<file path="src/rtl/unused_placeholder_none.sv">
// intentionally empty: no additional logic
`timescale 1ns/10ps

</file>
<file path="src/rtl/pf_guard_pkg.sv">
// constants and state codes for the power-fail guard
// Overview of operation
// - a write exists only while chip select and write enable are both low
// - write start is taken from the later falling edge of select or enable
// - write end is taken from the earlier rising edge of select or enable
// - data lines stay high-z when select falls with or after write enable
// - power-fail interrupt asserts 6 to 24 us after supply falls
// - after the write-protect delay, block sram enable and assert reset
// - on power-up, ignore chip select for the protection period
// - hold reset active after power-up for the protection period
// - keep sram enable blocked after power-up for the protection period
// - interrupt output only raised when the interrupt enable bit is one
// - reset and interrupt pins are open-drain, pulling low only
package pf_guard_pkg;
  localparam int unsigned CLK_PERIOD_PS   = 5000;
  // interrupt delay window, microseconds
  localparam int unsigned IRQ_DELAY_MIN_US = 6;
  localparam int unsigned IRQ_DELAY_MAX_US = 24;
  // least time rounds up
  localparam int unsigned IRQ_DELAY_CYC =
    (IRQ_DELAY_MIN_US * 1000000 + CLK_PERIOD_PS - 1) / CLK_PERIOD_PS;
  // sram write-protect delay after power-fail, microseconds (nominal)
  localparam int unsigned WPT_NOM_US  = 100;
  localparam int unsigned WPT_CYC     =
    (WPT_NOM_US * 1000000 + CLK_PERIOD_PS - 1) / CLK_PERIOD_PS;
  // protection period after power-up, milliseconds (nominal)
  localparam longint unsigned CSR_NOM_MS = 200;
  localparam longint unsigned CSR_CYC_L  =
    (CSR_NOM_MS * 64'd1000000000 + CLK_PERIOD_PS - 1) / CLK_PERIOD_PS;
  localparam int unsigned CSR_CYC    = int'(CSR_CYC_L);
  localparam int unsigned TIMER_W    = 26;
  // synchronised pin vector bit positions
  localparam int unsigned SYN_CS     = 0;
  localparam int unsigned SYN_OE     = 1;
  localparam int unsigned SYN_WE     = 2;
  localparam int unsigned SYN_SRAM   = 3;
  localparam int unsigned SYN_SUPPLY = 4;
  localparam int unsigned SYN_ABOVE  = 5;
  localparam int unsigned SYN_W      = 6;
  localparam logic [SYN_W-1:0] SYN_RST = 6'h3f;
  typedef enum logic [2:0] {
    ST_UP      = 3'h1,
    ST_FAIL    = 3'h2,
    ST_RECOVER = 3'h4
  } pwr_state_e;
endpackage

</file>
<file path="src/rtl/sram_port_power_fail_guard.sv">
// host port gating and power-fail supervision for the clock chip
`timescale 1ns/10ps
module sram_port_power_fail_guard #(
  parameter int unsigned IRQ_CYC = pf_guard_pkg::IRQ_DELAY_CYC,
  parameter int unsigned WPT_CYC = pf_guard_pkg::WPT_CYC,
  parameter int unsigned CSR_CYC = pf_guard_pkg::CSR_CYC
) (
  input  wire logic clk,
  input  wire logic sys_rst,
  input  wire logic clk_en,
  input  wire logic cs_n,
  input  wire logic oe_n,
  input  wire logic we_n,
  input  wire logic sram_enable_in,
  input  wire logic supply_ok,
  input  wire logic supply_above_switch,
  input  wire logic power_fail_irq_enable,
  output logic      write_active,
  output logic      write_start,
  output logic      write_end,
  output logic      dq_oe,
  output logic      sram_enable_out,
  output logic      backup_supply_out,
  output logic      rst_n_out,
  output logic      rst_n_oe,
  output logic      irq_n_out,
  output logic      irq_n_oe
);
  localparam int unsigned TW = pf_guard_pkg::TIMER_W;

  logic [pf_guard_pkg::SYN_W-1:0] meta_ff;
  logic [pf_guard_pkg::SYN_W-1:0] sync_ff;
  logic                           cs_s;
  logic                           oe_s;
  logic                           we_s;
  logic                           sram_s;
  logic                           supply_s;
  logic                           above_s;

  pf_guard_pkg::pwr_state_e st_ff;
  pf_guard_pkg::pwr_state_e nxt_st;
  logic [TW-1:0]            elapsed;
  logic                     timer_clear;

  logic write_active_ff;
  logic nxt_write_active;
  logic write_start_ff;
  logic nxt_write_start;
  logic write_end_ff;
  logic nxt_write_end;
  logic dq_oe_ff;
  logic nxt_dq_oe;
  logic sram_out_ff;
  logic nxt_sram_out;
  logic battery_ff;
  logic nxt_battery;
  logic rst_oe_ff;
  logic nxt_rst_oe;
  logic irq_oe_ff;
  logic nxt_irq_oe;
  logic bus_ok;
  logic writing;

  function automatic logic reached(input logic [TW-1:0] cnt,
                                   input int unsigned   lim);
    return cnt >= TW'(lim);
  endfunction

  // pins are asynchronous to clk; first stage feeds only the second
  always_ff @(posedge clk or posedge sys_rst) begin
    if (sys_rst) begin
      meta_ff <= pf_guard_pkg::SYN_RST;
      sync_ff <= pf_guard_pkg::SYN_RST;
    end else if (clk_en) begin
      meta_ff <= {supply_above_switch, supply_ok, sram_enable_in,
                  we_n, oe_n, cs_n};
      sync_ff <= meta_ff;
    end
  end

  assign cs_s     = sync_ff[pf_guard_pkg::SYN_CS];
  assign oe_s     = sync_ff[pf_guard_pkg::SYN_OE];
  assign we_s     = sync_ff[pf_guard_pkg::SYN_WE];
  assign sram_s   = sync_ff[pf_guard_pkg::SYN_SRAM];
  assign supply_s = sync_ff[pf_guard_pkg::SYN_SUPPLY];
  assign above_s  = sync_ff[pf_guard_pkg::SYN_ABOVE];

  pf_interval_timer #(
    .WIDTH (TW)
  ) u_timer (
    .clk     (clk),
    .sys_rst (sys_rst),
    .clk_en  (clk_en),
    .clear   (timer_clear),
    .count   (elapsed)
  );

  // supply state machine; the timer restarts on every state change
  always_comb begin
    nxt_st = st_ff;
    unique case (st_ff)
      pf_guard_pkg::ST_UP: begin
        if (!supply_s) begin
          nxt_st = pf_guard_pkg::ST_FAIL;
        end
      end
      pf_guard_pkg::ST_FAIL: begin
        if (supply_s) begin
          nxt_st = pf_guard_pkg::ST_RECOVER;
        end
      end
      pf_guard_pkg::ST_RECOVER: begin
        if (!supply_s) begin
          nxt_st = pf_guard_pkg::ST_FAIL;
        end else if (reached(elapsed, CSR_CYC)) begin
          nxt_st = pf_guard_pkg::ST_UP;
        end
      end
      default: begin
        nxt_st = pf_guard_pkg::ST_FAIL;
      end
    endcase
  end

  assign timer_clear = (nxt_st != st_ff);
  // bus only honoured in the good state
  assign bus_ok  = (st_ff == pf_guard_pkg::ST_UP);
  // write is the overlap of both lows
  assign writing = bus_ok && !cs_s && !we_s;

  always_comb begin
    nxt_write_active = writing;
    // later falling edge opens the write
    nxt_write_start  = writing && !write_active_ff;
    nxt_write_end    = !writing && write_active_ff;
    // write enable low keeps the data lines high-z
    nxt_dq_oe        = bus_ok && !cs_s && !oe_s && we_s;
    // pass sram enable while supply is good
    nxt_sram_out     = sram_s;
    nxt_rst_oe       = 1'b0;
    nxt_irq_oe       = 1'b0;
    // battery feeds backup below the switchover level
    nxt_battery      = !above_s;
    if (st_ff == pf_guard_pkg::ST_FAIL) begin
      // block and reset after the delay
      if (reached(elapsed, WPT_CYC)) begin
        nxt_sram_out = 1'b1;
        nxt_rst_oe   = 1'b1;
      end
      // interrupt after the delay, gated by enable
      nxt_irq_oe = reached(elapsed, IRQ_CYC) && power_fail_irq_enable;
    end else if (st_ff == pf_guard_pkg::ST_RECOVER) begin
      nxt_sram_out = 1'b1;
      nxt_rst_oe   = 1'b1;
    end
  end

  always_ff @(posedge clk or posedge sys_rst) begin
    if (sys_rst) begin
      st_ff           <= pf_guard_pkg::ST_RECOVER;
      write_active_ff <= 1'b0;
      write_start_ff  <= 1'b0;
      write_end_ff    <= 1'b0;
      dq_oe_ff        <= 1'b0;
      sram_out_ff     <= 1'b1;
      battery_ff      <= 1'b0;
      rst_oe_ff       <= 1'b1;
      irq_oe_ff       <= 1'b0;
    end else if (clk_en) begin
      st_ff           <= nxt_st;
      write_active_ff <= nxt_write_active;
      write_start_ff  <= nxt_write_start;
      write_end_ff    <= nxt_write_end;
      dq_oe_ff        <= nxt_dq_oe;
      sram_out_ff     <= nxt_sram_out;
      battery_ff      <= nxt_battery;
      rst_oe_ff       <= nxt_rst_oe;
      irq_oe_ff       <= nxt_irq_oe;
    end
  end

  assign write_active      = write_active_ff;
  assign write_start       = write_start_ff;
  assign write_end         = write_end_ff;
  assign dq_oe             = dq_oe_ff;
  assign sram_enable_out   = sram_out_ff;
  assign backup_supply_out = battery_ff;
  // open-drain, the driven level is always low
  assign rst_n_out         = 1'b0;
  assign rst_n_oe          = rst_oe_ff;
  assign irq_n_out         = 1'b0;
  assign irq_n_oe          = irq_oe_ff;
endmodule

</file>
<file path="src/rtl/pf_interval_timer.sv">
// saturating cycle counter that measures time spent in one supply state
`timescale 1ns/10ps
module pf_interval_timer #(
  parameter int unsigned WIDTH = 26
) (
  input  wire logic             clk,
  input  wire logic             sys_rst,
  input  wire logic             clk_en,
  input  wire logic             clear,
  output logic      [WIDTH-1:0] count
);
  logic [WIDTH-1:0] count_ff;
  logic [WIDTH-1:0] nxt_count;

  // saturate so a long outage never wraps back into a short delay
  always_comb begin
    nxt_count = count_ff;
    if (clear) begin
      nxt_count = '0;
    end else if (count_ff != {WIDTH{1'b1}}) begin
      nxt_count = count_ff + WIDTH'(1);
    end
  end

  always_ff @(posedge clk or posedge sys_rst) begin
    if (sys_rst) begin
      count_ff <= '0;
    end else if (clk_en) begin
      count_ff <= nxt_count;
    end
  end

  assign count = count_ff;
endmodule

</file>
<file path="config.mk">
export PLATFORM = sky130hd
export DESIGN_NAME = sram_port_power_fail_guard
export DESIGN_NICKNAME = d
export VERILOG_FILES = /design/src/rtl/unused_placeholder_none.sv /design/src/rtl/pf_guard_pkg.sv /design/src/rtl/sram_port_power_fail_guard.sv /design/src/rtl/pf_interval_timer.sv
export SDC_FILE = /design/constraint.sdc
export NUM_CORES = 1
export LEC_CHECK = 0
export BUFFER_PORTS_ARGS = -buffer_cell sky130_fd_sc_hd__buf_4
export CAP_MARGIN = 20
export CORE_UTILIZATION = 45
export CTS_BUF_LIST = sky130_fd_sc_hd__clkbuf_8
export DETAILED_ROUTE_END_ITERATION = 10
export PLACE_DENSITY = 0.61
export SLEW_MARGIN = 20
export SYNTH_ARGS = -nofsm -noshare
export SYNTH_HDL_FRONTEND = slang
export SYNTH_SLANG_ARGS = --single-unit
</file>
<file path="constraint.sdc">
create_clock -name clk -period 2.15 [get_ports clk]
set_input_delay 0.215 -clock clk [delete_from_list [all_inputs] [get_ports clk]]
set_output_delay 0.215 -clock clk [all_outputs]
set_load 0.02 [all_outputs]
</file>
# Word level (Yosys, flattened, before mapping)
# Cells that the tools add are included.
dict set report word_totals {
  regBits 49
  word_cells 50
}
dict set report op_classes {
  add_sub_neg 1
  magnitude_cmp 3
  eq_ne 5
  n_mux 14
  n_reduce_logical 15
}
# operator count
set op_table {}
lappend op_table {{2-to-1 mux 26 bit} 2}
lappend op_table {{adder 26 x 1 -> 26 bit (second input constant)} 1}
lappend op_table {{greater-or-equal comparator 26 x 11 -> 1 bit (second input constant)} 1}
lappend op_table {{greater-or-equal comparator 26 x 15 -> 1 bit (second input constant)} 1}
lappend op_table {{greater-or-equal comparator 26 bit (second input constant)} 1}
lappend op_table {{inequality test 26 bit (second input constant)} 1}
lappend op_table {{2-to-1 mux 3 bit} 4}
lappend op_table {{one-hot mux 3 bit (3 select lines)} 1}
lappend op_table {{logical AND 1 bit} 7}
lappend op_table {{2-to-1 mux 1 bit} 7}
lappend op_table {{zero test 1 bit} 6}
lappend op_table {{== test 3 x 1 -> 1 bit (second input constant)} 1}
lappend op_table {{== test 3 x 2 -> 1 bit (second input constant)} 1}
lappend op_table {{== test 3 bit (second input constant)} 1}
lappend op_table {{inequality test 3 bit} 1}
lappend op_table {{AND reduction 2 bit} 1}
lappend op_table {{nonzero test 2 bit} 1}

# Depth between registers and ports, before layout
# Gate-level depths: netlist of the first run.
dict set report depth {
  depth_word 7
  ltp_mapped 8
  ltp_nobuf 7
}

# Modules after synthesis
# A second synthesis of the first run with hierarchy kept.
dict set report hier_totals {
  hier_cells 301
  hier_area_um2 2842.7
}
# mod instances cells_per_inst area_per_inst_um2 seq_area_each_um2
set by_module_without_submodules {}
lappend by_module_without_submodules {pf_interval_timer 1 188 1666.6 650.6}
lappend by_module_without_submodules {sram_port_power_fail_guard 1 113 1176.1 594.3}

# Least setup slack after synthesis of the first run
# OpenSTA, ideal clock, no wires.
dict set report synth_timing {
  path_kind {reg-to-reg}
  from {register u_timer.count_ff[0], in the netlist u_timer.count[0]}
  to {register u_timer.count_ff[18], in the netlist u_timer.count[18]}
  t_arrival_ps 1680
  path_slack_ps 351
  path_stages_with_launch 8
  path_buffers 0
  period_less_slack_ps 1799
  path_cell_list {dfrtp_1 -> ha_1 -> and3_1 -> nand3_1 -> or3b_1 -> nor2_2 -> mux2i_1 -> nor2_2}
}
dict set report synth_between {
  elab_chain_len 7
}
# item line
set synth_rtl {}
lappend synth_rtl {{start, declared} pf_interval_timer.sv:12} ;# logic [WIDTH-1:0] count_ff;
lappend synth_rtl {{start signal, assigned} pf_interval_timer.sv:29} ;# count_ff <= nxt_count;
lappend synth_rtl {{greater-or-equal comparator 26 bit} sram_port_power_fail_guard.sv:66} ;# return cnt >= TW'(lim);
lappend synth_rtl {{2-to-1 mux 3 bit} sram_port_power_fail_guard.sv:115} ;# end else if (reached(elapsed, CSR_CYC)) begin
lappend synth_rtl {{2-to-1 mux 3 bit} sram_port_power_fail_guard.sv:113} ;# if (!supply_s) begin
lappend synth_rtl {{one-hot mux 3 bit (3 select lines)} sram_port_power_fail_guard.sv:101} ;# unique case (st_ff)
lappend synth_rtl {{inequality test 3 bit} sram_port_power_fail_guard.sv:125} ;# assign timer_clear = (nxt_st != st_ff);
lappend synth_rtl {{nonzero test 2 bit (no line)} n/a}
lappend synth_rtl {{AND reduction 2 bit (no line)} n/a}
# Parallel ways exist; a longest one is shown, timed or not. The select of a mux whose other input is x is not followed.
# A chain may end at the register's enable or synchronous reset.

# Final worst setup path of the first run
# Same ends and word-level chain as after synthesis.

==> reports/summary.txt, run 1 <==
status - finished, final reports clean
Clk pwr share - 0.286
number of synthesized flops with an enable pin - 0
Diodes inserted - 0
Synth Register Bits - 49
setup TNS - 0 ns
Clock Root Buffer - clkbuf_8
Comb pwr share - 0.169
routing usage on met3 - 0.04457
footprint of the multi-input gates - 1379 um2
CTS Sinks - 49
yosys warns - 0
Top Ports - 20
Remaining DRCs - 0
Post-Synthesis Cells - 276
share of layout cells above drive strength 1 - 0.2617
die area - 6368 um2
WS Path Type - reg2reg
WL per Instance - 15.12 um
P&R area growth vs syn - 12.26%
cell with the most instances after synthesis - dfrtp_1
Max clock buf depth - 2
CTS tree - built
endpoints failing setup - 0
first-pass GRT wire length - 9.901 mm
fin nets - 309
Synth area leaders - dfrtp_1 31%, dfstp_2 14%, mux2_2 4.5%
HP Class - in2reg
FF-to-FF End - u_timer.count[18]
clk_skew - 0.01049 ns
R2R Setup Slk - 0.20 ns
vias in the first global route - 1,957
Finished Layout Cells - 370
Worst setup EP type - register
GR peak layer - met1
largest net degree at the start of global routing - 26
Psw - 608.4 uW
pre-CTS setup slack - 0.1603 ns
Max Clk Rate - 513.7 MHz
Leakage - 0.001341 uW
CTS buffer count - 5
gr ovfl total - 0
Site Rows - 27
Buffers on Ports - 17
H-Tree Depth - 2
share of total power in sequential cells - 0.546
PD cells - 667.5 nW/um2
clk slew on worst S/H paths - 0.10 ns
maximum VDD drop - 0.3822 mV
synth unique cells - 62
starting density of the core - 0.4799
GPL Wtd Cong - 0.8609
Final Worst Setup Slack - 0.2035 ns
Die Y - 79.80 um
FF+latch area - 1245 um2
crit path max fanout - 5
met2 Track Usage GR - 0.2880
chip width - 79.80 um
WP data required - 2.36 ns
GRT Overall Usage - 0.2022
placed insts - 361
Avg Inst Size Synth - 9.869 um2
met1 Usage GRT - 0.3020
reg2reg start - u_timer.count[0]
final hold viol count - 0
hold path start - supply_ok
Routed Antenna Nets - 0
final WL - 5.596 mm
Tmin final - 1.947 ns
Worst R2R Path Depth - 7
Seq/Total Area, Yosys - 0.4571
DR pass1 iterations - 4
Hold Path Stages - 2
DR iter-0 viols - 104
Critical path origin - u_timer.count[0]
CORE AREA - 5675 um2
Synth Flop Type - dfrtp_1
Synth area leader - dfrtp_1
worst skew pair latency - 0.31 ns
unrepaired setup endpoints after global routing - no
most frequent cells after synthesis - 34 x dfrtp_1, 31 x nor2_1, 21 x nand2_1, 15 x dfstp_2, 13 x nand3_1
Switching Fraction - 0.2981
DP HPWL - 4.027 mm
initial antenna violation count - 0
CP Data Arrival Time - 2.16 ns
Slew Viols, Final - 0
Worst setup SP type - register
Async SR Flop Fraction - 1.000
Internal Power - 1433 uW
final worst-path cycle share - 0.9054
max-cap check violation count - 0
fill count - 529
via count - 2,088
Synth top area share - 0.3124
Worst Hold End - meta_ff[4]
post-synthesis cell area - 2724 um2
Avg Vias per Cell - 5.643
layer usage:
layer,vias up,wire (um)
li1,1032,-
met1,1016,2844
met2,33,2472
met3,7,208
met4,0,71
met5,-,0
worst max-delay path, stage by stage (launching register included):
cell	delay [ns]
dfrtp_1	0.44
ha_1	0.21
and3_1	0.27
nand3_2	0.16
or3b_1	0.41
nor2_2	0.11
mux2i_1	0.22
nor2_2	0.04
cell usage in the layout, fill, tap and decap left out, types with 9 or more instances in the layout:
cell type,n
nor2_1,31
buf_4,27
nand2_1,21
nand4_1,9
xor2_1,10
mux2_2,11
dfstp_2,15
nand3_1,12
dfrtp_1,34
cell type report:
class | instances | area share
Clock inverter | 3 | 0.009411
Clock buffer | 5 | 0.02250
Sequential cell | 49 | 0.4071
Multi-Input combinational cell | 204 | 0.4509
Tap cell | 72 | 0.02946
Inverter | 9 | 0.01105
Timing Repair Buffer | 28 | 0.06956
power by group through the flow:
| stage | sequential, uW | clock, uW | combinational (uW) |
|---|---|---|---|
| floorplan | 1110 | 0 | 268 |
| global placement | 1130 | 0 | 340 |
| detailed placement | 1130 | 0 | 348 |
| CTS | 1110 | 613 | 349 |
| global route | 1130 | 657 | 390 |
| finish | 1110 | 583 | 344 |
repair_timing:
item,4_1_cts,5_1_grt
hold endpoints to repair,3,0
hold buffers,1,0
setup buffers,0,0
setup endpoints to repair,0,2
resized for setup,0,2
sequential cells by signal (all words and copies together) (netlist names):
signal and cells:
backup_supply_out 1, write_active 1, write_start 1, sync_ff 6, meta_ff 6, rst_n_oe 1
dq_oe 1, st_ff 3, u_timer.count 26, write_end 1, sram_enable_out 1, irq_n_oe 1
metrics by stage:
step | util | total power, uW | instance area, um2 | hold WS [ns]
5_1_grt | 0.5388 | 2178 | 3058 | 0.1070
3_5_place_dp | 0.5174 | 1477 | 2937 | 0.1369
6_report | 0.5388 | 2041 | 3058 | 0.1301
2_1_floorplan | - | 1373 | 2728 | 0.3672
4_1_cts | 0.5364 | 2075 | 3044 | 0.1162
3_3_place_gp | 0.5174 | 1467 | 2937 | 0.1319
kinds of logic (layout without fill, tap and decap cells):
family / after synthesis / count (layout) / share of synthesized area
other: 1 / 2 / 0.001377
xor gates and xnor gates: 13 / 13 / 0.04180
muxes: 17 / 17 / 0.06936
AOI/OAI and AO/OA: 41 / 41 / 0.1093
buffers and inverters: 24 / 45 / 0.04318
adders and majority gates: 2 / 2 / 0.009185
DFF: 49 / 49 / 0.4571
and+or+nand+nor: 129 / 129 / 0.2687
worst max path at each step:
stage	endpoint	slack, ns	cells past startpoint
after floorplan	u_timer.count[18]	0.35	7
after global placement	u_timer.count[18]	0.17	7
after detailed placement	u_timer.count[18]	0.16	7
after CTS	u_timer.count[18]	0.15	7
after global routing	u_timer.count[25]	0.007	6
final	u_timer.count[18]	0.20	7
No activity file was read; power rests on OpenSTA's default activity.
==> run 2, diff against run 1 <==
==> constraint.sdc (replaced) <==
create_clock -name clk -period 2.1 [get_ports clk]
set_input_delay 0.21 -clock clk [delete_from_list [all_inputs] [get_ports clk]]
set_output_delay 0.21 -clock clk [all_outputs]
set_load 0.02 [all_outputs]
==> run 2 against run 1 <==
Compared with the run above:
- utilization is 0.97 points higher
- sequential share of layout area shrank 0.68 points
- sequential power is essentially flat
- worst hold slack worse by 0.0021 ns
- sequential cell count unchanged
- clock power increased by 19%
- clock skew increased by 0.0059 ns
- register-to-register slack got worse by 0.08 ns
- final cell count increased by 1.1%
- wire length up 4.0%
- critical endpoint is now u_timer.count[6]
- highest routed layer unchanged
==> reports/summary.txt, run 2 (synthesis gave the netlist of run 1 again) <==
Buffers on Ports - 17
FF+latch area - 1246 um2
GRT Overall Usage - 0.1967
commonest non-fill, non-tap cell in the layout - dfrtp_1
fin nets - 313
Clock Root Buffer - clkbuf_8
most frequent cells in the layout - 33 x dfrtp_1, 31 x nor2_1, 30 x buf_4, 21 x nand2_1, 15 x dfstp_2
share of layout cells above drive strength 1 - 0.2748
HP Class - in2reg
crit path max fanout - 16
Top Ports - 20
vias in the first global route - 1,915
endpoints failing setup - 0
CTS buffer count - 5
via count - 2,127
WL per Instance - 15.56 um
worst hold slack - 0.1280 ns
clk_skew - 0.01644 ns
Remaining DRCs - 0
WS Path Type - reg2reg
Slew @ Worst Pin - 0.5146 ns
GPL Wtd Cong - 0.8359
first-pass GRT wire length - 9.611 mm
slowest stage delay, CP - 0.44 ns
gr ovfl total - 0
clk slew on worst S/H paths - 0.10 ns
CTS tree - built
fill count - 528
Max Clk Rate - 505.0 MHz
Die Y - 79.80 um
H-Tree Depth - 2
initial antenna violation count - 0
Tmin final - 1.980 ns
worst skew pair latency - 0.31 ns
largest net degree at the start of global routing - 28
final non-filler cell area - 3113 um2
Leakage - 0.001373 uW
footprint of the multi-input gates - 1375 um2
most used cell, CP - nor2_1
max-cap check violation count - 0
Slew Viols, Final - 0
final hold viol count - 0
Slew HR - 0.6564
maximum VDD drop - 0.3957 mV
P&R area growth vs syn - 14.29%
Site Rows - 27
Avg Vias per Cell - 5.687
Crit-path slowest cell - dfrtp_1
number of flip-flops in the largest register - 26
WP data required - 2.28 ns
Diodes inserted - 0
PD cells - 709.5 nW/um2
Routed Antenna Nets - 0
CP Data Arrival Time - 2.16 ns
DR iter-0 viols - 151
unrepaired setup endpoints after global routing - yes
Worst setup SP type - register
chip width - 79.80 um
setup TNS - 0 ns
DR pass1 iterations - 4
final worst-path cycle share - 0.9430
starting density of the core - 0.4799
status - finished, final reports clean
final WL - 5.819 mm
area post-placement - 2979 um2
die area - 6368 um2
Max clock buf depth - 2
DP HPWL - 4.075 mm
Worst setup EP type - register
CORE AREA - 5675 um2
CTS Sinks - 49
crit-path cells - nor3_1 > and2_1 > nand4_1 > a31o_2 > nor2_1 > buf_4 > nor2_1
[run 2: changes by cell type in the layout (fill, tap and decap cells not counted), sizes merged]
cell    before  now
buf         27   31
bufinv       0    1
inv         11   10
[run 2: final timing paths]
kind | from | end | slack, ns | depth (start not counted)
max in group asynchronous | sys_rst | sram_enable_out | 1.00 | 4
worst min register to register | write_start | write_start | 0.49 | 1
worst min-delay path | we_n | meta_ff[2] | 0.13 | 2
min in group asynchronous | sys_rst | u_timer.count[5] | 0.50 | 3
worst max-delay path | u_timer.count[19] | u_timer.count[6] | 0.12 | 7
worst max register to register | u_timer.count[19] | u_timer.count[6] | 0.12 | 7
[run 2: worst max-delay path: cells and delay by family (launching register included)]
kind	cells	cell delay (ns)
simple gates	5	0.85
flops	1	0.44
buf+inv	1	0.26
compound gates	1	0.30
[run 2: power by group]
part           total, uW  switching (uW)  internal [uW]
clock network        692             335            357
logic                392             213            179
registers           1120            71.2           1050
[run 2: cell type report]
type                    instances  share of cell area
flip-flops and latches         49              0.4003
inverters                       9             0.01085
clock buffers                   5             0.02211
clock inverters                 3             0.01407
repair buffers                 32             0.08199
multi-input cells             204              0.4417
well taps                      72             0.02894
[run 2: metrics by stage]
stage,power [uW],worst slack (ns),util,std cells
CTS,2229,0.1550,0.5465,374
global route,2322,-0.0007319,0.5485,374
finish,2209,0.1196,0.5485,374
global placement,1522,0.2000,0.5249,365
floorplan,1406,0.3007,-,277
detailed placement,1533,0.1577,0.5249,365
[run 2: timing repair]
item                                   in CTS  in global routing
hold buffers                                1                  0
gates resized for setup                     0                  3
setup endpoints to repair                   0                  3
endpoints found under the hold margin      22                  0
setup buffers                               0                  0
[run 2: layer usage]
metal  GRT usage  vias up  wire length, um
met2      0.2915       48             2632
met1      0.2909     1035             2873
li1            -     1038                -
met4     0.05536        0               60
met3     0.03657        6              253
met5           0        -                0
